==> src/hdl/dlc_defines.svh <==
// Constants for the converter load control block.
`ifndef DLC_DEFINES_SVH
`define DLC_DEFINES_SVH
`define DLC_DATA_W 12
`define DLC_CODE_RESET 12'h000
`define DLC_SEL_RESET 3'h0
`define DLC_SEL_RISE 3'h0
`define DLC_SEL_SOFT 3'h1
`define DLC_SEL_RSVD 3'h2
`define DLC_SEL_SOFT_ALIAS 3'h3
`define DLC_SEL_FALL 3'h4
`define DLC_SEL_SQUARE 3'h5
`define DLC_SEL_RISE_ALIAS0 3'h6
`define DLC_SEL_RISE_ALIAS1 3'h7
`define DLC_FULL_SCALE 13'h1000
`endif

==> src/hdl/dlc_pkg.sv <==
// Types shared by the converter load control modules.
package dlc_pkg;
    typedef enum logic [2:0] {
        DLC_MODE_RISE = 3'b000,
        DLC_MODE_SOFT = 3'b001,
        DLC_MODE_IDLE = 3'b010,
        DLC_MODE_FALL = 3'b100,
        DLC_MODE_SQUARE = 3'b101
    } dlc_mode_t;
    typedef enum logic [0:0] {
        DLC_SRC_OUTPUT = 1'b0,
        DLC_SRC_STAGING = 1'b1
    } dlc_src_t;
endpackage : dlc_pkg

==> src/hdl/dlc_edge_if.sv <==
// Interface carrying synchronised strobe edges between modules.
`timescale 1ns/1ns
`default_nettype none
interface dlc_edge_if;
    logic rise;
    logic fall;
    modport source (output rise, output fall);
    modport sink (input rise, input fall);
endinterface : dlc_edge_if
`default_nettype wire

==> src/hdl/dlc_load_ctrl.sv <==
// Double-buffered load control for a 12-bit voltage-output converter.
`timescale 1ns/1ns
`default_nettype none
`include "dlc_defines.svh"
module dlc_load_ctrl #(
    parameter int DATA_W = `DLC_DATA_W
) (
    input wire logic core_clk_in,
    input wire logic rstn_in,
    input wire logic [2:0] load_select_in,
    input wire logic conv_power_enable_in,
    input wire logic staging_wr_in,
    input wire logic [DATA_W-1:0] staging_data_in,
    input wire logic ext_load_strobe_in,
    output logic [DATA_W-1:0] conv_staging_reg_out,
    output logic [DATA_W-1:0] conv_output_reg_out,
    output logic [DATA_W-1:0] dac_code_out,
    output logic dac_power_out,
    output logic shared_pin_alt_out,
    output logic shared_pin_pullup_out,
    output logic conv_load_out
);
    // ------------------------------------------------------------
    // Strobe synchronisation
    // ------------------------------------------------------------
    dlc_edge_if edges ();

    dlc_strobe_sync u_sync (
        .core_clk_in(core_clk_in),
        .rstn_in(rstn_in),
        .strobe_in(ext_load_strobe_in),
        .edge_out(edges)
    );

    // ------------------------------------------------------------
    // Selector decode
    // ------------------------------------------------------------
    dlc_pkg::dlc_mode_t mode;

    always_comb begin
        case (load_select_in)
            `DLC_SEL_RISE: mode = dlc_pkg::DLC_MODE_RISE;
            `DLC_SEL_RISE_ALIAS0: mode = dlc_pkg::DLC_MODE_RISE;
            `DLC_SEL_RISE_ALIAS1: mode = dlc_pkg::DLC_MODE_RISE;
            `DLC_SEL_SOFT: mode = dlc_pkg::DLC_MODE_SOFT;
            `DLC_SEL_SOFT_ALIAS: mode = dlc_pkg::DLC_MODE_SOFT;
            `DLC_SEL_RSVD: mode = dlc_pkg::DLC_MODE_IDLE;
            `DLC_SEL_FALL: mode = dlc_pkg::DLC_MODE_FALL;
            `DLC_SEL_SQUARE: mode = dlc_pkg::DLC_MODE_SQUARE;
            default: mode = dlc_pkg::DLC_MODE_IDLE;
        endcase
    end

    // ------------------------------------------------------------
    // Register transfers
    // ------------------------------------------------------------
    logic [DATA_W-1:0] next_staging;
    logic [DATA_W-1:0] next_output;
    dlc_pkg::dlc_src_t src;
    dlc_pkg::dlc_src_t next_src;
    logic next_load;
    logic next_alt;
    logic next_power;
    logic [DATA_W-1:0] next_code;

    always_comb begin
        next_staging = conv_staging_reg_out;
        next_output = conv_output_reg_out;
        next_src = src;
        next_load = 1'b0;
        if (staging_wr_in) begin
            next_staging = staging_data_in;
        end
        case (mode)
            dlc_pkg::DLC_MODE_SOFT: begin
                next_src = dlc_pkg::DLC_SRC_OUTPUT;
                if (staging_wr_in) begin
                    next_output = staging_data_in;
                    next_load = 1'b1;
                end
            end
            dlc_pkg::DLC_MODE_RISE: begin
                next_src = dlc_pkg::DLC_SRC_OUTPUT;
                if (edges.rise) begin
                    next_output = conv_staging_reg_out;
                    next_load = 1'b1;
                end
            end
            dlc_pkg::DLC_MODE_FALL: begin
                next_src = dlc_pkg::DLC_SRC_OUTPUT;
                if (edges.fall) begin
                    next_output = conv_staging_reg_out;
                    next_load = 1'b1;
                end
            end
            dlc_pkg::DLC_MODE_SQUARE: begin
                if (edges.fall) begin
                    next_src = dlc_pkg::DLC_SRC_STAGING;
                    next_load = 1'b1;
                end else if (edges.rise) begin
                    next_src = dlc_pkg::DLC_SRC_OUTPUT;
                    next_load = 1'b1;
                end
            end
            default: begin
                next_src = dlc_pkg::DLC_SRC_OUTPUT;
            end
        endcase
    end

    // ------------------------------------------------------------
    // Converter drive
    // ------------------------------------------------------------
    always_comb begin
        if (next_src == dlc_pkg::DLC_SRC_STAGING) begin
            next_code = next_staging;
        end else begin
            next_code = next_output;
        end
        next_power = conv_power_enable_in;
        next_alt = (mode == dlc_pkg::DLC_MODE_RISE) ||
                   (mode == dlc_pkg::DLC_MODE_FALL) ||
                   (mode == dlc_pkg::DLC_MODE_SQUARE);
    end

    // reset leaves pin as pulled-up port I/O
    always_ff @(posedge core_clk_in or negedge rstn_in) begin
        if (!rstn_in) begin
            conv_staging_reg_out <= `DLC_CODE_RESET;
            conv_output_reg_out <= `DLC_CODE_RESET;
            dac_code_out <= `DLC_CODE_RESET;
            src <= dlc_pkg::DLC_SRC_OUTPUT;
            dac_power_out <= 1'b0;
            shared_pin_alt_out <= 1'b0;
            shared_pin_pullup_out <= 1'b1;
            conv_load_out <= 1'b0;
        end else begin
            conv_staging_reg_out <= next_staging;
            conv_output_reg_out <= next_output;
            dac_code_out <= next_code;
            src <= next_src;
            dac_power_out <= next_power;
            shared_pin_alt_out <= next_alt;
            shared_pin_pullup_out <= ~next_alt;
            conv_load_out <= next_load & conv_power_enable_in;
        end
    end

    // ------------------------------------------------------------
    // Checks
    // ------------------------------------------------------------
    // straight binary word reaches the core
    AST_CODE_SOURCE: assert property (
        @(posedge core_clk_in) disable iff (!rstn_in)
        dac_code_out == ((src == dlc_pkg::DLC_SRC_STAGING) ?
            conv_staging_reg_out : conv_output_reg_out))
        else $error("Converter code differs from the selected register.");
    AST_SOFT_LOAD: assert property (
        @(posedge core_clk_in) disable iff (!rstn_in)
        (staging_wr_in && (load_select_in == `DLC_SEL_SOFT ||
            load_select_in == `DLC_SEL_SOFT_ALIAS))
        |=> conv_output_reg_out == $past(staging_data_in))
        else $error("Software write did not load output register.");
    AST_RISE_LOAD: assert property (
        @(posedge core_clk_in) disable iff (!rstn_in)
        (edges.rise && (load_select_in == `DLC_SEL_RISE ||
            load_select_in == `DLC_SEL_RISE_ALIAS0 ||
            load_select_in == `DLC_SEL_RISE_ALIAS1))
        |=> conv_output_reg_out == $past(conv_staging_reg_out))
        else $error("Rising edge did not copy staging.");
    AST_FALL_LOAD: assert property (
        @(posedge core_clk_in) disable iff (!rstn_in)
        (edges.fall && load_select_in == `DLC_SEL_FALL)
        |=> conv_output_reg_out == $past(conv_staging_reg_out))
        else $error("Falling edge did not copy staging.");
    AST_SQUARE_NOCOPY: assert property (
        @(posedge core_clk_in) disable iff (!rstn_in)
        (load_select_in == `DLC_SEL_SQUARE)
        |=> $stable(conv_output_reg_out))
        else $error("Square-wave mode changed the output register.");
    AST_SQUARE_FALL: assert property (
        @(posedge core_clk_in) disable iff (!rstn_in)
        (load_select_in == `DLC_SEL_SQUARE && edges.fall && !staging_wr_in)
        |=> dac_code_out == conv_staging_reg_out)
        else $error("Falling edge in square mode did not show staging.");
    AST_RSVD_IDLE: assert property (
        @(posedge core_clk_in) disable iff (!rstn_in)
        (load_select_in == `DLC_SEL_RSVD) |=> $stable(conv_output_reg_out))
        else $error("Reserved selector changed the output register.");
    AST_POWER_GATE: assert property (
        @(posedge core_clk_in) disable iff (!rstn_in)
        !$past(conv_power_enable_in) |-> !conv_load_out)
        else $error("Conversion started while powered down.");
    AST_PIN_ALT: assert property (
        @(posedge core_clk_in) disable iff (!rstn_in)
        (load_select_in == `DLC_SEL_FALL) |=> shared_pin_alt_out
            && !shared_pin_pullup_out)
        else $error("Strobe mode did not claim the shared pin.");
    AST_OFF_WRITE: assert property (
        @(posedge core_clk_in) disable iff (!rstn_in)
        (staging_wr_in && !conv_power_enable_in)
        |=> conv_staging_reg_out == $past(staging_data_in))
        else $error("Staging write lost while powered down.");
    COV_SOFT: cover property (@(posedge core_clk_in)
        load_select_in == `DLC_SEL_SOFT && staging_wr_in &&
        conv_power_enable_in);
    COV_SQUARE: cover property (@(posedge core_clk_in)
        load_select_in == `DLC_SEL_SQUARE && edges.rise);
    COV_FALL: cover property (@(posedge core_clk_in)
        load_select_in == `DLC_SEL_FALL && edges.fall);
endmodule : dlc_load_ctrl
`default_nettype wire

==> src/hdl/dlc_strobe_sync.sv <==
// Two-stage synchroniser and edge detector for the load strobe.
`timescale 1ns/1ns
`default_nettype none
module dlc_strobe_sync (
    input wire logic core_clk_in,
    input wire logic rstn_in,
    input wire logic strobe_in,
    dlc_edge_if.source edge_out
);
    logic meta;
    logic sync;
    logic last;
    logic next_meta;
    logic next_sync;
    logic next_last;

    always_comb begin
        next_meta = strobe_in;
        next_sync = meta;
        next_last = sync;
    end

    // Reset high matches the pin's pull-up, so no false edge at release.
    always_ff @(posedge core_clk_in or negedge rstn_in) begin
        if (!rstn_in) begin
            meta <= 1'b1;
            sync <= 1'b1;
            last <= 1'b1;
        end else begin
            meta <= next_meta;
            sync <= next_sync;
            last <= next_last;
        end
    end

    assign edge_out.rise = sync & ~last;
    assign edge_out.fall = ~sync & last;

    AST_EDGE_EXCL: assert property (
        @(posedge core_clk_in) disable iff (!rstn_in)
        !(edge_out.rise && edge_out.fall))
        else $error("Both strobe edges flagged in one cycle.");
    AST_RISE_LATENCY: assert property (
        @(posedge core_clk_in) disable iff (!rstn_in)
        edge_out.rise |-> $past(strobe_in, 2) && !$past(strobe_in, 3))
        else $error("Rising edge not two cycles after the pin rose.");
endmodule : dlc_strobe_sync
`default_nettype wire

==> config.mk <==
export PLATFORM = sky130hd
export DESIGN_NAME = dlc_load_ctrl
export DESIGN_NICKNAME = d
export VERILOG_FILES = /design/src/hdl/dlc_pkg.sv /design/src/hdl/dlc_edge_if.sv /design/src/hdl/dlc_load_ctrl.sv /design/src/hdl/dlc_strobe_sync.sv
export VERILOG_INCLUDE_DIRS = /design/src /design/src/hdl
export SDC_FILE = /design/constraint.sdc
export NUM_CORES = 1
export LEC_CHECK = 0
export BUFFER_PORTS_ARGS = -buffer_cell sky130_fd_sc_hd__buf_2
export CAP_MARGIN = 30
export CORE_MARGIN = 1.5
export CORE_UTILIZATION = 50
export DETAILED_ROUTE_END_ITERATION = 7
export PLACE_DENSITY = 0.76
export SKIP_LAST_GASP = 1
export SYNTH_ARGS = -nofsm -noshare
export SYNTH_HDL_FRONTEND = slang
export SYNTH_SLANG_ARGS = --single-unit
==> constraint.sdc <==
create_clock -name core_clk_in -period 2.8 [get_ports core_clk_in]
set_input_delay 0.28 -clock core_clk_in [delete_from_list [all_inputs] [get_ports core_clk_in]]
set_output_delay 0.28 -clock core_clk_in [all_outputs]
set_load 0.1 [all_outputs]
==> metrics.md <==
| Metric | Value |
|---|---|
| Status | complete, no violations |
| Sw Pwr | 1164 uW |
| Crit-path max cell delay | ~0.6 ns |
| Fillers | 355 |
| Share of cells above drive strength 1 | 39.69% |
| Die Y | around 71 um |
| Avg Cell Area, Syn | around 11 um2 |
| Vias in the first global route | 1682 |
| Total power | 2312 uW |
| VDD IR max | roughly 0.46 mV |
| WP data required | ~3.0 ns |
| Pwr dens | 852.8 nW/um2 |
| Final TNS setup | 0 ns |
| Reg area | 1106 um2 |
| Drt total wl | slightly below 5000 um |
| Initial Util | between 50% and 60% |
| Most common cell on crit path | mux2_2 |
| Top Ports | 60 |
| IO Port Bufs | 59 |
| Routed vias/inst | 5.731 |
| Setup ws final | approximately 0.54 ns |
| Relative slew slack | approximately half |
| Synth warnings | 0 |
| Layout Nets | 278 |
| Clock Path Buffers | 2 |
| Layout Skew | 0.005157 ns |
| Min-Delay Path Class | in -> reg |
| Area share of the largest cell type after synthesis | 43.48% |
| CP startpoint kind | register |
| First-pass GRT wire length | 8176 um |
| Int Pwr | ~1100 uW |
| Main flop type after synthesis | dfrtp_1 |
| Post-synthesis async set-or-reset flop share | 100.0% |
| Reg power frac | 35.0% |
| P&R area growth vs syn | 17.77% |
| Top post-synthesis cells by area | dfrtp_1 (43%), mux2i_1 (14%), mux2_2 (9.3%), a221oi_2 (5.9%), dfstp_2 (4.6%) |
| Clock Tree Root | clkbuf_8 |
| Multi-input logic area | about 1100 um2 |
| Die width | 70.86 um |
| DRT iter0 DRCs | 73 |
| Largest net degree at the start of global routing | 45 |
| Worst Path Buf+Inv | 0 |
| Wire per inst | 15.92 um |
| Crit path max-delay family | multiplexers |
| Count of pins over their slew limit | 0 |
| FMAX | 0.4423 GHz |
| Synth Cell Area | ~2300 um2 |
| Worst-path cell chain | ha_1 -> mux2_2 -> a221o_1 -> mux2_2 |
| GPL Wtd Cong | 0.7514 |
| Core ar. | 4384 um2 |
| CP Class | reg -> reg |
| MaxCap Viol Count | 0 |
| Sequential element share of the synthesized area | 48.04% |
| CTS tree | yes |
| # rows | 24 |
| CP Max Fanout | 15 |
| Full die area | 5020 um2 |
| Pre-CTS WS | 0.5538 ns |
| Final Setup Violations | 0 |
| Commonest cells post-synth | dfrtp_1 (40), mux2i_1 (33), nand2_1 (21) |
| Critical Path End Type | register |
| Fin area | 2711 um2 |
| Gate Count Post-Synth | about 200 |
| Initial antenna violation count | 0 |
| DRC violations left | 0 |
| Clock-pin slew on the worst setup and hold paths | 0.08 ns |
| Total track usage | just over 20% |
| DP HPWL | 3203 um |
| RSZ-0062 raised after global routing | no |
| H-tree levels | 2 |
| Post-placement cell area | 2591 um2 |
| Worst Tran Pin Value | just over 0.7 ns |
| Clock period minus worst slack | around 2.3 ns |
| Fin crit share | between 80% and 90% |
| Distinct cell type count after synthesis | 27 |
| Switching Fraction | 50.34% |
| GRT overflow | 0 |
| Antenna violation net count after detailed routing | 0 |
| Num Clock Sinks | 44 |
| Area leader, netlist | dfrtp_1 |
| Later-pin clock latency in the skew report | 0.29 ns |
| Routed via count | 1771 |
| Comb power frac | 47.2% |
| #FFs+latches synth | 44 |
| Post-synth EDFFs | 0 |
| CTS Buf Count | 5 |
| LEAKAGE | 0.001353 uW |
| Fin. Hold Viols | 0 |
| Critical path's slowest cell | ha_1 |
| Clock group share of total power | 17.8% |
| Syn_nets | 223 |
| Most common cell in the netlist | dfrtp_1 |
| Critical Path AT | 2.45 ns |
| Diodes inserted | 0 |
| Pre-Repair DR Iteration Count | 4 |
[power by group through the flow]
stage / logic, uW / clock network (uW) / registers (uW)
after floorplan: 248 / 0 / 1480
after global placement: 1080 / 0 / 820
after detailed placement: 1090 / 0 / 821
after CTS: 1090 / 423 / 808
after global routing: 1130 / 448 / 828
final: 1090 / 411 / 809
[what timing repair did]
| action | CTS | global route |
|---|---|---|
| setup endpoints to repair | 0 | 0 |
| hold buffers | 0 | 1 |
| resized for setup | 0 | 0 |
| endpoints found under the hold margin | 0 | 4 |
| setup buffers | 0 | 0 |
[state kept, by name, summed over array words and instances (netlist names)]
register	flops
u_sync.next_last	1
u_sync.meta	1
dac_code_out	12
src	1
conv_output_reg_out	12
dac_power_out	1
conv_load_out	1
conv_staging_reg_out	12
u_sync.last	1
shared_pin_alt_out	1
shared_pin_pullup_out	1
[worst reg2reg max path, delay by kind of cell, from the launching register on]
family / cells / cell delay (ns)
AOI/OAI and AO/OA: 1 / 0.33
muxes: 2 / 0.67
DFF: 1 / 0.55
adders and majority gates: 1 / 0.60
[cells by family (layout without fill, tap and decap cells)]
kind of cell    count (synthesis)  after routing  synth area share (%)
buf+inv                        26             82                 5.380
flops                          44             44                 48.04
mux                            52             52                 23.64
simple gates                   39             39                 7.664
fa+ha+maj                       2              2                 1.087
compound gates                 38             38                 14.18
[cell type report]
class,count,share of cell area [%]
Clock buffer,8,3.323
Sequential cell,44,40.79
Inverter,12,1.661
Multi-Input combinational cell,131,39.55
Timing Repair Buffer,62,12.28
Tap cell,52,2.400
[final timing paths]
check	from	endpoint	slack, ns	cells after the start
min reg2reg	u_sync.meta	u_sync.next_last	0.36	0
min	ext_load_strobe_in	u_sync.meta	0.07	1
max in group asynchronous	rstn_in	u_sync.meta	1.97	3
max	u_sync.next_last	dac_code_out[0]	0.54	4
min in group asynchronous	rstn_in	conv_staging_reg_out[2]	0.34	2
max reg2reg	u_sync.next_last	dac_code_out[0]	0.54	4
[per-stage QoR]
stage	hold slack [ns]	util (%)	cells
floorplan	-0.01559	-	201
global placement	0.3564	59.10	299
detailed placement	0.3482	59.10	299
CTS	0.07149	61.16	307
global route	0.06013	61.84	309
finish	0.07438	61.84	309
[per-layer routing]
metal	wire, um	track usage, %
met1	2293	28.13
met3	192	4.416
met5	0	0
met4	47	6.709
met2	2385	33.44
[cells in the final DEF, fill, tap and decap left out, types with 2 or more instances in the layout]
master | Yosys | layout
buf_2 | 9 | 59
clkbuf_1 | 3 | 2
or3b_1 | 2 | 2
nor2_1 | 9 | 9
mux2_2 | 19 | 19
clkbuf_8 | 0 | 6
dfstp_2 | 4 | 4
ha_1 | 2 | 2
inv_1 | 12 | 12
o22ai_1 | 12 | 12
a221o_1 | 4 | 4
dfrtp_1 | 40 | 40
a221oi_2 | 9 | 9
mux2i_1 | 33 | 33
a21oi_1 | 9 | 9
nand2_1 | 21 | 21
(Power assumes the default switching activity.)
